--- config.mk ---
export PLATFORM = sky130hd
export DESIGN_NAME = att_trim_queue
export DESIGN_NICKNAME = d
export VERILOG_FILES = /design/src/hw/att_pkg.sv /design/src/hw/att_trim_queue.sv
export SDC_FILE = /design/constraint.sdc
export NUM_CORES = 2
export LEC_CHECK = 0
export BUFFER_PORTS_ARGS = -buffer_cell sky130_fd_sc_hd__buf_2
export CAP_MARGIN = 20
export CORE_ASPECT_RATIO = 1.25
export CORE_MARGIN = 2
export CORE_UTILIZATION = 45
export CTS_CLUSTER_DIAMETER = 50
export DETAILED_ROUTE_END_ITERATION = 12
export HOLD_SLACK_MARGIN = 0.08
export PLACE_DENSITY = 0.73
export SKIP_LAST_GASP = 1
export SLEW_MARGIN = 10
export SYNTH_ARGS = -nofsm -noshare
export SYNTH_HDL_FRONTEND = slang
export SYNTH_SLANG_ARGS = --single-unit
--- constraint.sdc ---
create_clock -name clk -period 10.85 [get_ports clk]
set_clock_uncertainty 0.15 [all_clocks]
set_input_delay 1.085 -clock clk [delete_from_list [all_inputs] [get_ports clk]]
set_output_delay 1.085 -clock clk [all_outputs]
set_load 0.02 [all_outputs]
--- src/hw/att_pkg.sv ---
// Constants, register map and carrier types of the axis trim and queue control block.
package att_pkg;

  localparam logic [7:0] IDX_X_OFF_HIGH = 8'h22;
  localparam logic [7:0] IDX_Y_OFF_LOW = 8'h23;
  localparam logic [7:0] IDX_Y_OFF_HIGH = 8'h24;
  localparam logic [7:0] IDX_Z_OFF_LOW = 8'h25;
  localparam logic [7:0] IDX_Z_OFF_HIGH = 8'h26;
  localparam logic [7:0] IDX_X_GAIN_LOW = 8'h27;
  localparam logic [7:0] IDX_Y_GAIN_LOW = 8'h28;
  localparam logic [7:0] IDX_Z_GAIN_LOW = 8'h29;
  localparam logic [7:0] IDX_QCTRL = 8'h2D;
  localparam logic [7:0] IDX_QLEVEL = 8'h2E;
  localparam logic [7:0] IDX_QSTAT = 8'h31;
  localparam logic [7:0] IDX_QMASK = 8'h32;
  localparam logic [7:0] IDX_QCOUNT = 8'h33;

  localparam int QC_EMPTY_EN = 0;
  localparam int QC_FULL_EN = 1;
  localparam int QC_LEVEL_EN = 2;
  localparam int QC_MERGE = 3;
  localparam int QC_RESET = 4;
  localparam int QC_ENABLE = 5;
  localparam int QC_MODE = 6;
  localparam logic [7:0] QCTRL_RESET = 8'h00;
  localparam logic [7:0] QCTRL_WMASK = 8'h6F;

  localparam int ST_EMPTY = 0;
  localparam int ST_FULL = 1;
  localparam int ST_LEVEL = 2;

  localparam int Q_AW = 5;
  localparam logic [Q_AW:0] Q_DEPTH = 6'h20;
  localparam logic [4:0] LEVEL_RESET = 5'h10;
  localparam int GAIN_SHIFT = 8;
  localparam logic [8:0] GAIN_UNITY = 9'h100;

  typedef struct packed {
    logic [15:0] x;
    logic [15:0] y;
    logic [15:0] z;
  } att_axis_t;

  typedef struct packed {
    logic [6:0] xOffHi;
    logic [14:0] y_offset_trim;
    logic [14:0] z_offset_trim;
    logic [8:0] x_gain_low_byte;
    logic [8:0] y_gain_low_byte;
    logic [8:0] z_gain_low_byte;
  } att_trim_t;

endpackage

--- src/hw/att_trim_queue.sv ---
// Axis trim registers, trim datapath, sample queue and its control over AHB-Lite.
`timescale 1ns/10ps
module att_trim_queue
  import att_pkg::*;
(
  input wire logic clk,
  input wire logic nrst,
  input wire logic ce,
  input wire logic hsel,
  input wire logic [31:0] haddr,
  input wire logic [1:0] htrans,
  input wire logic hwrite,
  input wire logic [2:0] hsize,
  input wire logic [31:0] hwdata,
  input wire logic hready,
  output logic hreadyout,
  output logic hresp,
  output logic [31:0] hrdata,
  input wire att_trim_t otpTrim,
  input wire logic otpReload,
  input wire logic sampleValid,
  input wire att_axis_t sampleIn,
  output logic trimValid,
  output att_axis_t trimOut,
  input wire logic popReq,
  output logic popValid,
  output att_axis_t popData,
  input wire logic motionIrq,
  output logic irq,
  output logic irqPinPrimary,
  output logic irqPinSecondary
);

  att_trim_t trim_r;
  logic loadPend_r;
  logic [7:0] ctrl_r;
  logic [4:0] level_r;
  logic [2:0] status_r;
  logic [2:0] mask_r;
  logic qRst_r;
  logic readyOut_r;
  logic rdPend_r;
  logic wrPend_r;
  logic [7:0] idx_r;
  logic [31:0] hrdata_r;
  logic trimValid_r;
  att_axis_t trimOut_r;
  logic popValid_r;
  att_axis_t popData_r;
  att_axis_t qMem [0:31];
  logic [Q_AW-1:0] wrPtr_r;
  logic [Q_AW-1:0] rdPtr_r;
  logic [Q_AW:0] count_r;
  logic [Q_AW:0] count_nxt;
  logic addrTake;
  logic wrData;
  logic [7:0] wByte;
  logic qEn;
  logic qMode;
  logic merge;
  logic atLevel;
  logic push;
  logic pop;
  logic [2:0] event_s;
  logic [2:0] clear_s;
  logic queueIrq;
  logic [15:0] axIn [0:2];
  logic [15:0] axOff [0:2];
  logic [8:0] axGain [0:2];
  logic [15:0] axOut [0:2];

  // Bus front end: writes complete with no wait state, reads take one.
  assign addrTake = ce && hsel && hready && htrans[1];
  assign wrData = ce && wrPend_r;
  assign wByte = hwdata[7:0];
  assign hreadyout = readyOut_r && ce;
  assign hresp = 1'b0;
  assign hrdata = hrdata_r;

  always_ff @(posedge clk) begin
    if (!nrst) begin
      readyOut_r <= 1'b1;
      rdPend_r <= 1'b0;
      wrPend_r <= 1'b0;
      idx_r <= 8'h00;
    end else if (ce) begin
      rdPend_r <= addrTake && !hwrite;
      wrPend_r <= addrTake && hwrite;
      readyOut_r <= !(addrTake && !hwrite);
      if (addrTake) begin
        idx_r <= haddr[9:2];
      end
    end
  end

  function automatic logic [7:0] readMux(input logic [7:0] idx);
    case (idx)
      IDX_X_OFF_HIGH: readMux = {trim_r.x_gain_low_byte[8], trim_r.xOffHi};
      IDX_Y_OFF_LOW: readMux = trim_r.y_offset_trim[7:0];
      IDX_Y_OFF_HIGH: readMux = {trim_r.y_gain_low_byte[8], trim_r.y_offset_trim[14:8]};
      IDX_Z_OFF_LOW: readMux = trim_r.z_offset_trim[7:0];
      IDX_Z_OFF_HIGH: readMux = {trim_r.z_gain_low_byte[8], trim_r.z_offset_trim[14:8]};
      IDX_X_GAIN_LOW: readMux = trim_r.x_gain_low_byte[7:0];
      IDX_Y_GAIN_LOW: readMux = trim_r.y_gain_low_byte[7:0];
      IDX_Z_GAIN_LOW: readMux = trim_r.z_gain_low_byte[7:0];
      IDX_QCTRL: readMux = ctrl_r;
      IDX_QLEVEL: readMux = {3'h0, level_r};
      IDX_QSTAT: readMux = {5'h00, status_r};
      IDX_QMASK: readMux = {5'h00, mask_r};
      IDX_QCOUNT: readMux = {2'h0, count_r};
      default: readMux = 8'h00;
    endcase
  endfunction

  always_ff @(posedge clk) begin
    if (!nrst) begin
      hrdata_r <= 32'h0000_0000;
    end else if (ce && rdPend_r) begin
      hrdata_r <= {24'h00_0000, readMux(idx_r)};
    end
  end

  // Trim values are captured from one-time memory on the first cycle after reset.
  always_ff @(posedge clk) begin
    if (!nrst) begin
      loadPend_r <= 1'b1;
    end else if (ce) begin
      loadPend_r <= 1'b0;
    end
  end

  always_ff @(posedge clk) begin
    if (!nrst) begin
      trim_r <= '0;
    end else if (ce) begin
      if (loadPend_r || otpReload) begin
        trim_r <= otpTrim;
      end else if (wrData) begin
        case (idx_r)
          IDX_X_OFF_HIGH: {trim_r.x_gain_low_byte[8], trim_r.xOffHi} <= wByte;
          IDX_Y_OFF_LOW: trim_r.y_offset_trim[7:0] <= wByte;
          IDX_Y_OFF_HIGH: {trim_r.y_gain_low_byte[8], trim_r.y_offset_trim[14:8]} <= wByte;
          IDX_Z_OFF_LOW: trim_r.z_offset_trim[7:0] <= wByte;
          IDX_Z_OFF_HIGH: {trim_r.z_gain_low_byte[8], trim_r.z_offset_trim[14:8]} <= wByte;
          IDX_X_GAIN_LOW: trim_r.x_gain_low_byte[7:0] <= wByte;
          IDX_Y_GAIN_LOW: trim_r.y_gain_low_byte[7:0] <= wByte;
          IDX_Z_GAIN_LOW: trim_r.z_gain_low_byte[7:0] <= wByte;
          default: trim_r <= trim_r;
        endcase
      end
    end
  end

  // Control bits 4 and 7 are never stored, so they read back as zero.
  always_ff @(posedge clk) begin
    if (!nrst) begin
      ctrl_r <= QCTRL_RESET;
      level_r <= LEVEL_RESET;
      mask_r <= 3'h0;
      qRst_r <= 1'b0;
    end else if (ce) begin
      qRst_r <= wrData && (idx_r == IDX_QCTRL) && wByte[QC_RESET];
      if (wrData && idx_r == IDX_QCTRL) begin
        ctrl_r <= wByte & QCTRL_WMASK;
      end
      if (wrData && idx_r == IDX_QLEVEL) begin
        level_r <= wByte[4:0];
      end
      if (wrData && idx_r == IDX_QMASK) begin
        mask_r <= wByte[2:0];
      end
    end
  end

  // Trim datapath: offset first, then gain with 256 as unity.
  assign axIn[0] = sampleIn.x;
  assign axIn[1] = sampleIn.y;
  assign axIn[2] = sampleIn.z;
  assign axOff[0] = {trim_r.xOffHi[6], trim_r.xOffHi, 8'h00};
  assign axOff[1] = {trim_r.y_offset_trim[14], trim_r.y_offset_trim};
  assign axOff[2] = {trim_r.z_offset_trim[14], trim_r.z_offset_trim};
  assign axGain[0] = trim_r.x_gain_low_byte;
  assign axGain[1] = trim_r.y_gain_low_byte;
  assign axGain[2] = trim_r.z_gain_low_byte;

  for (genvar a = 0; a < 3; a++) begin : g_axis
    logic signed [16:0] sum;
    logic signed [26:0] prod;
    assign sum = $signed({axIn[a][15], axIn[a]}) + $signed({axOff[a][15], axOff[a]});
    assign prod = sum * $signed({1'b0, axGain[a]});
    assign axOut[a] = prod[GAIN_SHIFT+15:GAIN_SHIFT];
  end

  // Trims are sampled in the accept cycle, so a write only affects later samples.
  always_ff @(posedge clk) begin
    if (!nrst) begin
      trimValid_r <= 1'b0;
      trimOut_r <= '0;
    end else if (ce) begin
      trimValid_r <= sampleValid;
      if (sampleValid) begin
        trimOut_r <= '{x: axOut[0], y: axOut[1], z: axOut[2]};
      end
    end
  end

  assign trimValid = trimValid_r;
  assign trimOut = trimOut_r;

  // Sample queue.
  assign qEn = ctrl_r[QC_ENABLE];
  assign qMode = ctrl_r[QC_MODE];
  assign merge = ctrl_r[QC_MERGE];
  assign atLevel = count_r >= {1'b0, level_r};
  assign push = ce && qEn && !qRst_r && trimValid_r && (count_r != Q_DEPTH)
    && !(qMode && atLevel);
  assign pop = ce && qEn && !qRst_r && popReq && (count_r != '0);

  always_comb begin
    count_nxt = count_r;
    if (push && !pop) begin
      count_nxt = count_r + 6'h01;
    end else if (pop && !push) begin
      count_nxt = count_r - 6'h01;
    end
  end

  always_ff @(posedge clk) begin
    if (push) begin
      qMem[wrPtr_r] <= trimOut_r;
    end
  end

  always_ff @(posedge clk) begin
    if (!nrst) begin
      wrPtr_r <= '0;
      rdPtr_r <= '0;
      count_r <= '0;
    end else if (ce) begin
      if (qRst_r) begin
        wrPtr_r <= '0;
        rdPtr_r <= '0;
        count_r <= '0;
      end else begin
        wrPtr_r <= wrPtr_r + Q_AW'(push);
        rdPtr_r <= rdPtr_r + Q_AW'(pop);
        count_r <= count_nxt;
      end
    end
  end

  always_ff @(posedge clk) begin
    if (!nrst) begin
      popValid_r <= 1'b0;
      popData_r <= '0;
    end else if (ce) begin
      popValid_r <= pop;
      if (pop) begin
        popData_r <= qMem[rdPtr_r];
      end
    end
  end

  assign popValid = popValid_r;
  assign popData = popData_r;

  // Events are only seen while their enable is set; a set beats a same-cycle clear.
  assign event_s[ST_EMPTY] = ctrl_r[QC_EMPTY_EN] && pop && !push && (count_r == 6'h01);
  assign event_s[ST_FULL] = ctrl_r[QC_FULL_EN] && push && !pop
    && (count_r == Q_DEPTH - 6'h01);
  assign event_s[ST_LEVEL] = ctrl_r[QC_LEVEL_EN] && !atLevel
    && (count_nxt >= {1'b0, level_r}) && !qRst_r;
  assign clear_s = (wrData && idx_r == IDX_QSTAT) ? wByte[2:0] : 3'h0;

  always_ff @(posedge clk) begin
    if (!nrst) begin
      status_r <= 3'h0;
    end else if (ce) begin
      status_r <= (status_r & ~clear_s) | event_s;
    end
  end

  assign queueIrq = |(status_r & mask_r);
  assign irq = queueIrq;
  assign irqPinPrimary = motionIrq || (merge && queueIrq);
  assign irqPinSecondary = !merge && queueIrq;
endmodule

==> impl_metrics.py <==
metrics = {
    "run_status": {
        "status": "finished, final reports clean",
    },
    "cells_and_area": {
        "fin_util_pct": 51.0,
        "fill_cells": 14800,
        "finalNetCount": 6235,
        "drive_above_1_share_pct": 21.0,
        "syn_to_final_growth_pct": 12.4,
    },
    "synth": {
        "avgSynthCellArea_um2": 16.1,
        "ys_ff_latch": 1752,
        "seq_area_frac_synth_pct": 60.4,
        "synth_edf_count": 1536,
        "synth_cell_types": 85,
        "syn_inst": 5202,
        "yosys_warnings": 0,
        "yosys_most_used_dff": "edfxtp_1",
        "syn_area_um2": 83500,
        "ys_async_sr_fraction_pct": 0,
    },
    "setup_path": {
        "cpMostUsedCell": "fa_1",
        "worstPathRequired_ns": 11.42,
        "start_kind": "input pin",
        "arrival_ns": 8.65,
        "crit_type": "input pin to register",
        "crit_fanout": 9,
        "end_kind": "register",
        "max_stage_delay_ns": 0.70,
        "rr_startpoint": "axOff[20]",
        "setup.worst_path.start": "sampleIn[20]",
        "worst-r2r-cell-count": 27,
        "cp_slowest_cell": "xnor2_1",
    },
    "timing": {
        "setup_tns_ns": 0,
        "clock.fmax_ghz": 0.124,
        "holdWs_ns": 0.311,
        "hold_viol_final": 0,
        "report.final.slew_viol_count": 0,
        "min_period_ns": 8.08,
        "worstMarginPinSlew_ns": 1.20,
        "relSlewSlack_pct": 20.2,
        "setup_viol": 0,
        "min_period_over_period_pct": 74.5,
        "layout_setup_ws_ns": 2.77,
        "rsz0062_at_grt": "false",
    },
    "clocking": {
        "clk_latency_ns": 0.82,
        "cts_tree": "yes",
        "clockBufferDepth": 3,
        "cts_setup_buffers": 0,
        "cts_hold_buf": 0,
        "cts_buffers": 179,
        "htreeDepth": 4,
        "clkTransAtPathRegs_ns": 0.06,
        "clock-sinks": 1752,
        "root_buffer": "clkbuf_16",
        "cts.repair.resized": 0,
    },
    "placed_design": {
        "numPortBuffers": 248,
        "dp_slack_ns": 1.96,
        "globalplace.congestion": 0.910,
        "detailed_place_hpwl_um": 122000,
    },
    "detailed_routing": {
        "drc": 0,
        "wl_per_cell_um": 26.6,
        "drt_iter0_drc": 5201,
        "via_per_inst": 5.85,
        "vias": 47000,
        "drtPass1Iterations": 8,
        "route.antenna.remaining_nets": 0,
        "finalWirelength_um": 214000,
    },
    "die": {
        "coreArea_um2": 184000,
        "ios": 326,
        "rows": 176,
        "floorplan.initialDensity_pct": 45.3,
        "dieArea_um2": 189000,
        "chipHeight_um": 486,
        "die_w_um": 389,
    },
    "pwr": {
        "peakVddDrop_v": 0.000142,
        "p_leak_nw": 33.7,
        "p_per_area_nw_per_um2": 188,
    },
    "min_path": {
        "min_path_cells": 2,
        "hp-class": "register to register",
        "hold_path.startpoint": "idx_r[5]",
    },
    "global_routing": {
        "grt_pass1_wl_um": 316000,
        "grt-ovfl-total": 0,
        "grt_max_degree": 171,
        "antenna_found_initial": 6,
        "grt_pass1_vias": 48300,
        "grt_usage_pct": 22.6,
    },
    "run": {
        "maxCapViolCount": 0,
    },
}
==> registers in the layout (all words and copies together) (netlist names), 6 cells and up <==
register / cells
axGain: 27
axOff: 37
count_r: 6
ctrl_r: 6
hrdata: 8
idx_r: 8
popData: 48
qMem: 1536
trimOut: 48
==> critical path, delay by kind of cell <==
family	cells	cell delay, ns
compound gates	10	2.00
xor+xnor	2	0.97
fa+ha+maj	7	3.23
buf+inv	4	0.25
simple gates	5	1.13
==> cell usage after synthesis, drive strengths merged, types with 5 or more instances <==
cell type | number | share of area, %
a211oi | 111 | 1.0
a21o | 28 | 0.25
a21oi | 188 | 1.1
a221oi | 6 | 0.070
a222oi | 8 | 0.096
a22oi | 17 | 0.15
a31oi | 11 | 0.082
and2 | 227 | 1.7
and3 | 11 | 0.082
buf | 88 | 0.55
clkbuf | 193 | 0.87
dfxtp | 216 | 5.2
edfxtp | 1536 | 55
fa | 351 | 8.4
ha | 208 | 3.1
inv | 440 | 2.0
mux2 | 10 | 0.13
mux2i | 70 | 0.84
mux4 | 480 | 13
nand2 | 340 | 1.5
nand2b | 20 | 0.15
nand3 | 29 | 0.17
nand3b | 6 | 0.054
nand4 | 14 | 0.10
nor2 | 268 | 1.2
nor2b | 30 | 0.22
nor3 | 19 | 0.12
nor4 | 5 | 0.052
o211ai | 9 | 0.087
o21a | 10 | 0.090
o21ai | 63 | 0.38
o22ai | 5 | 0.037
o311ai | 5 | 0.073
o31ai | 7 | 0.079
or2 | 7 | 0.052
or3 | 10 | 0.075
xnor2 | 64 | 0.68
xor2 | 36 | 0.38
==> cell families after synthesis <==
kind of cell / Yosys count / share of synthesized area [%]
other: 1 / 0.00449
adder cells (fa/ha/maj): 561 / 11.5
flip-flops: 1752 / 60.4
AO/OA/AOI/OAI: 504 / 3.95
AND/OR/NAND/NOR: 1000 / 5.66
XOR/XNOR: 103 / 1.14
multiplexers: 560 / 13.9
buffers and inverters: 721 / 3.40
==> metrics by stage <==
stage               total power [mW]  std cells  cell area, um^2
global route                    18.4       8040            93900
CTS                             17.7       8026            93700
detailed placement              11.6       7694            87800
finish                          17.6       8042            93900
floorplan                       10.5       5226            83600
global placement                11.5       7691            87700
==> layer usage <==
metal  wire (um)  track usage, %  up-vias
li1            -               -    19900
met1       83600            30.6    24300
met2      104000            36.9     2478
met3       19300            4.21      372
met4        7100            7.89        8
met5          53               0        -
==> cell usage in the layout, fill, tap and decap left out, types with 181 or more instances in the layout <==
cell and instances:
and2_1 223, a21oi_1 188, ha_1 208, nand2_1 339, clkbuf_16 181, nor2_1 236, edfxtp_1 1536, dfxtp_1 211
inv_1 437, buf_2 248, mux4_2 480, fa_1 351
==> final timing paths <==
kind                                    end  slack [ns]
worst max register to register  trimOut[31]        2.78
worst max-delay path            trimOut[31]        2.77
worst min-delay path               idx_r[5]        0.31
worst min register to register     idx_r[5]        0.31
==> where the power goes <==
part	switching, mW	leakage, nW	internal, mW
combinational	2.18	14.5	1.22
clock	2.69	2.84	3.41
sequential	0.203	16.4	7.93
==> cell type report <==
class | count | area [um^2] | share of cell area, %
Antenna cell | 3 | 7.51 | 0.00799
Multi-Input combinational cell | 2753 | 30600 | 32.6
Sequential cell | 1752 | 50500 | 53.7
Tap cell | 2403 | 3010 | 3.20
Clock buffer | 234 | 4840 | 5.15
Inverter | 440 | 1660 | 1.77
Clock inverter | 98 | 1050 | 1.12
Timing Repair Buffer | 359 | 2320 | 2.47
No activity file was read; power rests on OpenSTA's default activity.
